### config.mk
export PLATFORM = sky130hd
export DESIGN_NAME = usb_power_and_irq_status
export DESIGN_NICKNAME = d
export VERILOG_FILES = /design/src/shared/usb_pwr_pkg.sv /design/src/core/usb_power_and_irq_status.sv
export SDC_FILE = /design/constraint.sdc
export NUM_CORES = 1
export LEC_CHECK = 0
export ABC_AREA = 1
export BUFFER_PORTS_ARGS = -buffer_cell sky130_fd_sc_hd__buf_4
export CAP_MARGIN = 20
export CORE_MARGIN = 4
export CORE_UTILIZATION = 52
export CTS_BUF_LIST = sky130_fd_sc_hd__clkbuf_16
export DETAILED_ROUTE_END_ITERATION = 12
export GPL_TIMING_DRIVEN = 0
export HOLD_SLACK_MARGIN = 0.15
export PLACE_DENSITY = 0.78
export SLEW_MARGIN = 20
export SYNTH_ARGS = -nofsm -noshare
export SYNTH_HDL_FRONTEND = slang
export SYNTH_SLANG_ARGS = --single-unit
### constraint.sdc
create_clock -name clk -period 1.95 [get_ports clk]
set_input_delay 0.0975 -clock clk [delete_from_list [all_inputs] [get_ports clk]]
set_output_delay 0.0975 -clock clk [all_outputs]
set_load 0.05 [all_outputs]
### src/shared/usb_pwr_pkg.sv
// Package for the USB power-control and interrupt-flag block.
// Assumes a 50 MHz system clock and a 32-bit register port with word-aligned byte offsets.
package usb_pwr_pkg;

  // Register byte offsets
  localparam logic [7:0] OFS_POWER_CONTROL   = 8'h00;
  localparam logic [7:0] OFS_INTERRUPT_FLAGS = 8'h04;
  localparam logic [7:0] OFS_IRQ_ENABLE      = 8'h08;
  localparam logic [7:0] OFS_IRQ_CLEAR       = 8'h0C;

  // Power control bit positions
  localparam int PB_ENABLE  = 0;
  localparam int PB_SUSPEND = 1;
  localparam int PB_BUSY    = 3;
  localparam int PB_GUARD   = 4;
  localparam int PB_PENDING = 7;

  // Interrupt flag bit positions
  localparam int FB_RESET_DETACH = 0;
  localparam int FB_ERROR        = 1;
  localparam int FB_FRAME_START  = 2;
  localparam int FB_TOKEN_DONE   = 3;
  localparam int FB_IDLE         = 4;
  localparam int FB_RESUME       = 5;
  localparam int FB_ATTACH       = 6;
  localparam int FB_STALL        = 7;

  // Widths and reset values
  localparam int          FLAG_W       = 8;
  localparam logic [7:0]  FLAGS_RESET  = 8'h00;
  localparam logic [31:0] RDATA_RESET  = 32'h0000_0000;

  // Timing: system clock and documented line times
  localparam int CLK_PERIOD_NS    = 20;
  localparam int K_HOLD_NS        = 2500;
  localparam int QUIET_NS         = 2500;
  localparam int IDLE_MS          = 3;
  localparam int K_HOLD_CYCLES    = (K_HOLD_NS + CLK_PERIOD_NS - 1) / CLK_PERIOD_NS;
  localparam int QUIET_CYCLES     = (QUIET_NS + CLK_PERIOD_NS - 1) / CLK_PERIOD_NS;
  localparam int IDLE_CYCLES_DOC  = (IDLE_MS * 1000000 + CLK_PERIOD_NS - 1) / CLK_PERIOD_NS;
  localparam int SHUTDOWN_DEFAULT = 8;

  // Bus line states seen on the data pins
  typedef enum logic [1:0] {LS_SE0, LS_J, LS_K, LS_SE1} line_t;

  // Register port request
  typedef struct packed {
    logic [7:0]  addr;
    logic [31:0] wdata;
    logic        wr;
    logic        rd;
  } reg_req_t;

  // Events from the packet engine (same clock)
  typedef struct packed {
    logic stall_rx;
    logic stall_tx;
    logic token_done;
    logic sof_rx;
    logic sof_threshold;
  } pkt_events_t;

endpackage

### src/core/usb_power_and_irq_status.sv
// USB power control, sleep guard and top-level interrupt flag registers.
// Assumes packet-engine events arrive on clk; data pins are asynchronous.
// Functional notes
// RL1 - Pending bit flags activity not yet interrupted
// RL2 - Guard set blocks Sleep on activity
// RL3 - Busy while active or still shutting down
// RL4 - Software avoids registers while busy and off
// RL5 - Suspend gates USB clock, transceiver low-power
// RL6 - Disabled: outputs inactive, pins, analog released; here sleep_block and token_fifo_advance are not gated by enable
// RL7 - Stall flag on received or sent STALL
// RL8 - Attach flag: host, quiet, not SE0
// RL9 - Resume flag after K held 2.5us
// RL10 - Software disables resume interrupt outside Suspend
// RL11 - Idle flag after 3 ms idle
// RL12 - Token flag when token processing ends
// RL13 - Clearing token flag advances status FIFO
// RL14 - Frame-start flag on SOF or threshold
// RL15 - Error summary only from enabled errors
// RL16 - Flags set by hardware, write-one clears
// RL17 - Unimplemented bits read zero, ignore writes
// RL18 - Bit zero: reset device, detach host
// RL19 - Set beats simultaneous clear
//
// Chosen here: the address-and-strobe port and the placing of the registers.
`timescale 1ns/1ns
module usb_power_and_irq_status
  import usb_pwr_pkg::*;
#(
  parameter int IDLE_CYCLES     = IDLE_CYCLES_DOC,
  parameter int CNT_W           = 18,
  parameter int SHUTDOWN_CYCLES = SHUTDOWN_DEFAULT
) (
  // Clock and reset
  input  wire logic        clk,
  input  wire logic        resetn,
  // Register port
  input  wire reg_req_t    req,
  output logic [31:0]      rdata,
  // Data line pins, asynchronous
  input  wire logic        dp_pin,
  input  wire logic        dm_pin,
  // Packet engine and sibling registers
  input  wire pkt_events_t pkt_ev,
  input  wire logic        host_role_enable,
  input  wire logic [7:0]  err_flags,
  input  wire logic [7:0]  err_enable,
  // Power and analog controls
  output logic             usb_clk_enable,
  output logic             xcvr_low_power,
  output logic             pins_owned,
  output logic             analog_enable,
  output logic             sleep_block,
  output logic             token_fifo_advance,
  // Interrupt
  output logic             irq
);

  // Reject settings the counters cannot hold
  initial begin
    if (IDLE_CYCLES < 2 || IDLE_CYCLES >= (1 << CNT_W) - 1 || SHUTDOWN_CYCLES < 1 ||
        SHUTDOWN_CYCLES > 255 || K_HOLD_CYCLES >= IDLE_CYCLES)
      $error("usb_power_and_irq_status: unsupported parameter values");
  end

  // Compare points; the hold counter starts at zero, so each is its time less one
  localparam logic [CNT_W-1:0] K_CNT     = CNT_W'(K_HOLD_CYCLES - 1);
  localparam logic [CNT_W-1:0] QUIET_CNT = CNT_W'(QUIET_CYCLES - 1);
  localparam logic [CNT_W-1:0] IDLE_CNT  = CNT_W'(IDLE_CYCLES - 1);
  localparam logic [CNT_W-1:0] CNT_MAX   = {CNT_W{1'b1}};
  localparam logic [7:0]       SHUT_LOAD = 8'(SHUTDOWN_CYCLES);

  logic              enable_q;      // Module operation enable
  logic              suspend_q;     // Suspend request
  logic              guard_q;       // Sleep entry guard
  logic [7:0]        shut_cnt_q;    // Shutdown time left after disable
  logic              busy;          // Module busy view
  logic              pending_q;     // Activity pending
  logic [FLAG_W-1:0] flags_q;       // Sticky event flags
  logic [FLAG_W-1:0] irq_en_q;      // Interrupt enable mask
  logic [FLAG_W-1:0] ev_set;        // Hardware set requests
  logic [FLAG_W-1:0] sw_clr;        // Software clear requests
  logic [FLAG_W-1:0] flag_view;     // Flags as software reads them
  logic              err_summary;   // Unmasked error summary
  logic [1:0]        dp_sync_q;     // Pin synchronisers
  logic [1:0]        dm_sync_q;
  line_t             line_now;      // Decoded synchronised line state
  line_t             line_q;        // Line state one cycle ago
  logic [CNT_W-1:0]  hold_cnt_q;    // Cycles the line has stayed unchanged
  logic              line_same;
  logic              attach_armed_q;// SE0 seen since last attach
  logic              se0_armed_q;   // Not-SE0 seen since last reset/detach
  logic              activity;      // Line changed to a state other than J this cycle

  // Register write decode
  logic wr_pwr;
  logic wr_flags;
  logic wr_en;
  logic wr_clr;
  always_comb begin
    wr_pwr   = 1'b0;
    wr_flags = 1'b0;
    wr_en    = 1'b0;
    wr_clr   = 1'b0;
    if (req.wr && req.addr == OFS_POWER_CONTROL) begin
      wr_pwr = 1'b1;
    end else if (req.wr && req.addr == OFS_INTERRUPT_FLAGS) begin
      wr_flags = 1'b1;
    end else if (req.wr && req.addr == OFS_IRQ_ENABLE) begin
      wr_en = 1'b1;
    end else if (req.wr && req.addr == OFS_IRQ_CLEAR) begin
      wr_clr = 1'b1;
    end
  end

  // Power control bits; only bits 4, 1 and 0 hold writes
  always_ff @(posedge clk or negedge resetn) begin
    if (!resetn) begin
      enable_q  <= 1'b0;
      suspend_q <= 1'b0;
      guard_q   <= 1'b0;
    end else if (wr_pwr) begin
      enable_q  <= req.wdata[PB_ENABLE];   // see RL6
      suspend_q <= req.wdata[PB_SUSPEND];  // see RL5
      guard_q   <= req.wdata[PB_GUARD];    // see RL2
    end
  end

  // Shutdown timer: the analog part needs time to settle before re-enable
  always_ff @(posedge clk or negedge resetn) begin
    if (!resetn) begin
      shut_cnt_q <= 8'h00;
    end else if (enable_q) begin
      shut_cnt_q <= SHUT_LOAD;
    end else if (shut_cnt_q != 8'h00) begin
      shut_cnt_q <= shut_cnt_q - 8'h01;
    end
  end

  // Busy while on or still winding down
  assign busy = enable_q || (shut_cnt_q != 8'h00); // see RL3

  // Power outputs follow the control bits directly
  assign usb_clk_enable = enable_q && !suspend_q;  // see RL5
  assign xcvr_low_power = suspend_q || !enable_q;  // see RL5
  assign pins_owned     = enable_q;                // see RL6
  assign analog_enable  = enable_q;                // see RL6

  // Pin synchronisers; first stage read only by the second
  always_ff @(posedge clk or negedge resetn) begin
    if (!resetn) begin
      dp_sync_q <= 2'b00;
      dm_sync_q <= 2'b00;
    end else begin
      dp_sync_q <= {dp_sync_q[0], dp_pin};
      dm_sync_q <= {dm_sync_q[0], dm_pin};
    end
  end

  // Full-speed line decode: J is D+ high, K is D- high
  always_comb begin
    case ({dp_sync_q[1], dm_sync_q[1]})
      2'b00:   line_now = LS_SE0;
      2'b10:   line_now = LS_J;
      2'b01:   line_now = LS_K;
      default: line_now = LS_SE1;
    endcase
  end

  // Only a change to a state other than J counts as activity, since J is the idle level
  assign line_same = (line_now == line_q);
  assign activity  = !line_same && line_now != LS_J;

  // Hold counter: cycles the line state has stayed put, saturating
  always_ff @(posedge clk or negedge resetn) begin
    if (!resetn) begin
      line_q     <= LS_SE0;
      hold_cnt_q <= '0;
    end else begin
      line_q <= line_now;
      if (!line_same) begin
        hold_cnt_q <= '0;
      end else if (hold_cnt_q != CNT_MAX) begin
        hold_cnt_q <= hold_cnt_q + 1'b1;
      end
    end
  end

  // Arming: attach needs an SE0 first, reset/detach needs a connection first
  always_ff @(posedge clk or negedge resetn) begin
    if (!resetn) begin
      attach_armed_q <= 1'b0;
      se0_armed_q    <= 1'b0;
    end else begin
      if (line_now == LS_SE0) begin
        attach_armed_q <= 1'b1;
      end else if (ev_set[FB_ATTACH]) begin
        attach_armed_q <= 1'b0;
      end
      if (line_now != LS_SE0) begin
        se0_armed_q <= 1'b1;
      end else if (ev_set[FB_RESET_DETACH]) begin
        se0_armed_q <= 1'b0;
      end
    end
  end

  // Hardware event sources; the disabled module raises nothing
  always_comb begin
    ev_set = '0;
    if (enable_q) begin
      ev_set[FB_STALL] = host_role_enable ? pkt_ev.stall_rx : pkt_ev.stall_tx;        // see RL7
      ev_set[FB_ATTACH] = host_role_enable && attach_armed_q && line_same &&
                          line_now != LS_SE0 && hold_cnt_q == QUIET_CNT;             // see RL8
      ev_set[FB_RESUME] = line_same && line_now == LS_K && hold_cnt_q == K_CNT;      // see RL9
      ev_set[FB_IDLE] = line_same && line_now == LS_J && hold_cnt_q == IDLE_CNT;     // see RL11
      ev_set[FB_TOKEN_DONE] = pkt_ev.token_done;                                      // see RL12
      ev_set[FB_FRAME_START] = host_role_enable ? pkt_ev.sof_threshold : pkt_ev.sof_rx; // see RL14
      // Same SE0 timer serves reset in device role and detach in host role
      ev_set[FB_RESET_DETACH] = se0_armed_q && line_same && line_now == LS_SE0 &&
                                hold_cnt_q == QUIET_CNT;                              // see RL18
    end
  end

  // Software clear: write one to the flag register or the clear register
  always_comb begin
    sw_clr = '0;
    if (wr_flags || wr_clr) begin
      sw_clr = req.wdata[FLAG_W-1:0];
    end
    sw_clr[FB_ERROR] = 1'b0; // see RL17
  end

  // Sticky flags, set wins over a clear in the same cycle
  always_ff @(posedge clk or negedge resetn) begin
    if (!resetn) begin
      flags_q <= FLAGS_RESET;
    end else begin
      flags_q <= (flags_q & ~sw_clr) | ev_set; // see RL16, see RL19
    end
  end

  // Token status FIFO steps on when a set token flag is cleared
  assign token_fifo_advance = sw_clr[FB_TOKEN_DONE] && flags_q[FB_TOKEN_DONE]; // see RL13

  // Error summary is a live view of unmasked errors, never sticky
  assign err_summary = |(err_flags & err_enable); // see RL15

  always_comb begin
    flag_view           = flags_q;
    flag_view[FB_ERROR] = err_summary;
  end

  // Interrupt enables
  always_ff @(posedge clk or negedge resetn) begin
    if (!resetn) begin
      irq_en_q <= FLAGS_RESET;
    end else if (wr_en) begin
      irq_en_q <= req.wdata[FLAG_W-1:0];
    end
  end

  // Held low while disabled so no stale flag disturbs the processor
  assign irq = enable_q && |(flag_view & irq_en_q); // see RL6

  // Activity pending: set by line activity, dropped once an interrupt is raised
  always_ff @(posedge clk or negedge resetn) begin
    if (!resetn) begin
      pending_q <= 1'b0;
    end else if (!enable_q || irq) begin
      pending_q <= 1'b0; // see RL1
    end else if (activity) begin
      pending_q <= 1'b1; // see RL1
    end
  end

  // Sleep guard; a limitation: activity this cycle counts only once synchronised
  assign sleep_block = guard_q && (pending_q || activity || irq); // see RL2

  // Read data, one cycle after the strobe; unmapped and unused bits read zero
  always_ff @(posedge clk or negedge resetn) begin
    if (!resetn) begin
      rdata <= RDATA_RESET;
    end else if (req.rd) begin
      rdata <= RDATA_RESET; // see RL17
      if (req.addr == OFS_POWER_CONTROL) begin
        rdata[PB_ENABLE]  <= enable_q;
        rdata[PB_SUSPEND] <= suspend_q;
        rdata[PB_BUSY]    <= busy;
        rdata[PB_GUARD]   <= guard_q;
        rdata[PB_PENDING] <= pending_q;
      end else if (req.addr == OFS_INTERRUPT_FLAGS) begin
        rdata[FLAG_W-1:0] <= flag_view;
      end else if (req.addr == OFS_IRQ_ENABLE) begin
        rdata[FLAG_W-1:0] <= irq_en_q;
      end
    end else begin
      rdata <= RDATA_RESET;
    end
  end
endmodule

==> key figures <==
Final layout
  – Multi-input logic area: ~0.0016 mm2
  – Commonest cells after routing, fill and taps aside: nand2_1, buf_4, dfrtp_1
  – Layout cell share with drive strength beyond 1: 0.233
  – Most common cell after layout, fill and taps aside: nand2_1
  – Diode count: 0
  – Filler cell count: 498
  – Final nets: 634
  – Layout Cells excl Fill: approximately 640
  – Register area: 0.00153 mm2
  – Area grow syn2layout: 31.3%

Place
  – DPL Wire Length: 6130 um
  – GP Congestion: 0.965
  – PortBufs: 58
  – Post-Place Setup Slack: 219 ps
  – Placed insts: 609

Synth
  – Post-synthesis cell type count: 34
  – Post-Syn Instances: between 400 and 500
  – Top cell type by total area after synthesis: dfrtp_1
  – Synth top area share: 0.440
  – Synth warnings: 0
  – Mapped cell area: 0.00347 mm2
  – Synth Area per Inst: 7.69 um2
  – Post-synthesis sequential area ratio: 0.440
  – Largest cells by area after synthesis: dfrtp_1, nand2_1, buf_4, nor2_1, nand3_1
  – Synth Register Bits: 61

CTS
  – CTS resizes: 0
  – Clock root cell: clkbuf_16
  – Num Clock Sinks: between 60 and 70
  – CTS tree: built
  – Clk Latency, worst-skew pair: 320 ps
  – H-tree depth: 3
  – Longest Clk Path Bufs: 2
  – TritonCTS Buffers: 9
  – Clock transition at path regs: 50 ps
  – Post-CTS Setup Repair Bufs: 0

Floorplanning
  – Cell row count: 29
  – Die area: ~0.008 mm2
  – Core ar.: 0.00642 mm2
  – Die Width: 89.7 um
  – Die height: between 80 and 90 um
  – Top Ports: 107
  – Starting Density: 0.540

STA
  – RSZ-0062 raised after global routing: false
  – Setup Skew: about 3.4 ps
  – Post-route minimum period: 1800 ps
  – Slew HR: 0.489
  – Fmax: between 500 and 600 MHz
  – Slew Limit Fails: 0
  – Final setup margin: ~150 ps
  – Final hold violation count: 0
  – Slew @ Worst Pin: 766 ps
  – Setup-failing EPs final: 0
  – Fin crit share: 0.925
  – Setup TNS after final layout: 0 ps

Critical path
  – Crit start category: flip-flop
  – Worst endpoint data arrival time: 1710 ps
  – Setup Crit Path Kind: reg2out
  – Setup crit end kind: primary output
  – Reg2Reg Setup Slack: 190 ps
  – CP Max Fanout: 13
  – Data required time of the worst path: ~1900 ps

Detailed routing
  – Drt first-iter violations: 277
  – Final WL: about 8500 um
  – DRC Markers: 0
  – WL/cell: about 13 um
  – ANT nets after route: 0
  – DR pass1 iterations: 4
  – DR vias/cell: 5.03
  – DR vias: 3237

Global routing
  – GRT Residual Overflow: 0
  – Vias in the first global route: 3220
  – Pin count of the biggest net entering global routing: 62
  – Global-route wire length before repair: 14000 um
  – GRT Util Overall: 0.226
  – Initial antenna violation count: 0

Power
  – PD cells: 785 mW/mm2
  – VDD IR max: 0.774 mV
  – P_leak: 2.33 nW

Job
  – Number of max-cap violations: 0

Outcome
  – Outcome: finished, final reports clean

Worst hold path
  – Hold Crit Class: in2reg
synthesized netlist by cell type (all sizes together):
cell,n
a21oi,9
dfrtp,61
conb,1
nor3b,1
mux2i,2
inv,45
a31oi,2
o21ai,34
xor2,3
nand2,142
a31o,1
clkbuf,4
nand3,37
or2,2
nor3,7
nand3b,1
nand4,13
ha,3
buf,28
xnor2,4
nor2,51
repair_timing:
item / in CTS / in global routing
hold buffers: 22 / 0
cloned: 0 / 0
endpoints found under the setup margin: 2 / 1
endpoints found under the hold margin: 77 / 0
pin swaps: 0 / 0
critical path, stage by stage (launching register included):
cell and delay [ps]:
dfrtp_1 650, inv_1 350, nor2_4 160, inv_1 50, buf_4 180
cell families after synthesis:
group,Yosys count,share of synthesized area
adders and majority gates,3,0.0108
muxes,2,0.00577
AOI/OAI and AO/OA,46,0.0768
xor gates and xnor gates,7,0.0177
and+or+nand+nor,254,0.333
other,1,0.00108
DFF,61,0.440
buffers and inverters,77,0.115
path summary, 6_finish.rpt:
kind	startpoint	cells past startpoint	to
worst max-delay path	analog_enable$_DFFE_PN0P_	4	xcvr_low_power
worst min-delay path	req[0]	5	rdata[0]$_DFF_PN0_
worst max register to register	hold_cnt_q[0]$_DFFE_PN0P_	8	hold_cnt_q[9]$_DFFE_PN0P_
worst min register to register	dm_sync_q[0]$_DFF_PN0_	0	dm_sync_q[1]$_DFF_PN0_
max in group asynchronous	resetn	2	shut_cnt_q[2]$_DFFE_PN0N_
min in group asynchronous	resetn	2	hold_cnt_q[12]$_DFFE_PN0P_
per-stage QoR:
step | util | power (mW) | hold slack [ps] | area, um2
after floorplan | - | 2.01 | -198 | 3560
after global placement | 0.638 | 2.19 | 207 | 4100
after detailed placement | 0.638 | 2.22 | 208 | 4100
after CTS | 0.710 | 3.59 | 198 | 4560
after global routing | 0.709 | 3.78 | 241 | 4560
final | 0.709 | 3.58 | 193 | 4560
routing by layer:
layer	track usage	wire length (um)	part of all wire	vias up
met5	0	0	0	-
met4	0.0853	78	0.0092	0
met3	0.0328	652	0.077	7
met2	0.374	4120	0.49	117
met1	0.300	3610	0.43	1489
li1	-	-	-	1624
final cells by class:
type / count / share of cell area
well taps: 77 / 0.0211
clock buffers: 9 / 0.0494
flip-flops and latches: 61 / 0.335
clock inverters: 6 / 0.00494
inverters: 45 / 0.0371
repair buffers: 80 / 0.144
multi-input cells: 336 / 0.360
plain buffers: 30 / 0.0489
state kept, by name, summed over array words and instances, names as in the netlist:
name,cells
analog_enable,1
attach_armed_q,1
dm_sync_q,2
dp_sync_q,2
flags_q,7
guard_q,1
hold_cnt_q,18
irq_en_q,8
line_q,2
pending_q,1
rdata,8
se0_armed_q,1
shut_cnt_q,8
suspend_q,1
power by group:
group	internal (mW)	switching, mW
Combinational	0.289	0.444
Clock	0.823	0.514
Sequential	1.40	0.106
Total	2.51	1.06
No activity file was read; power rests on OpenSTA's default activity.
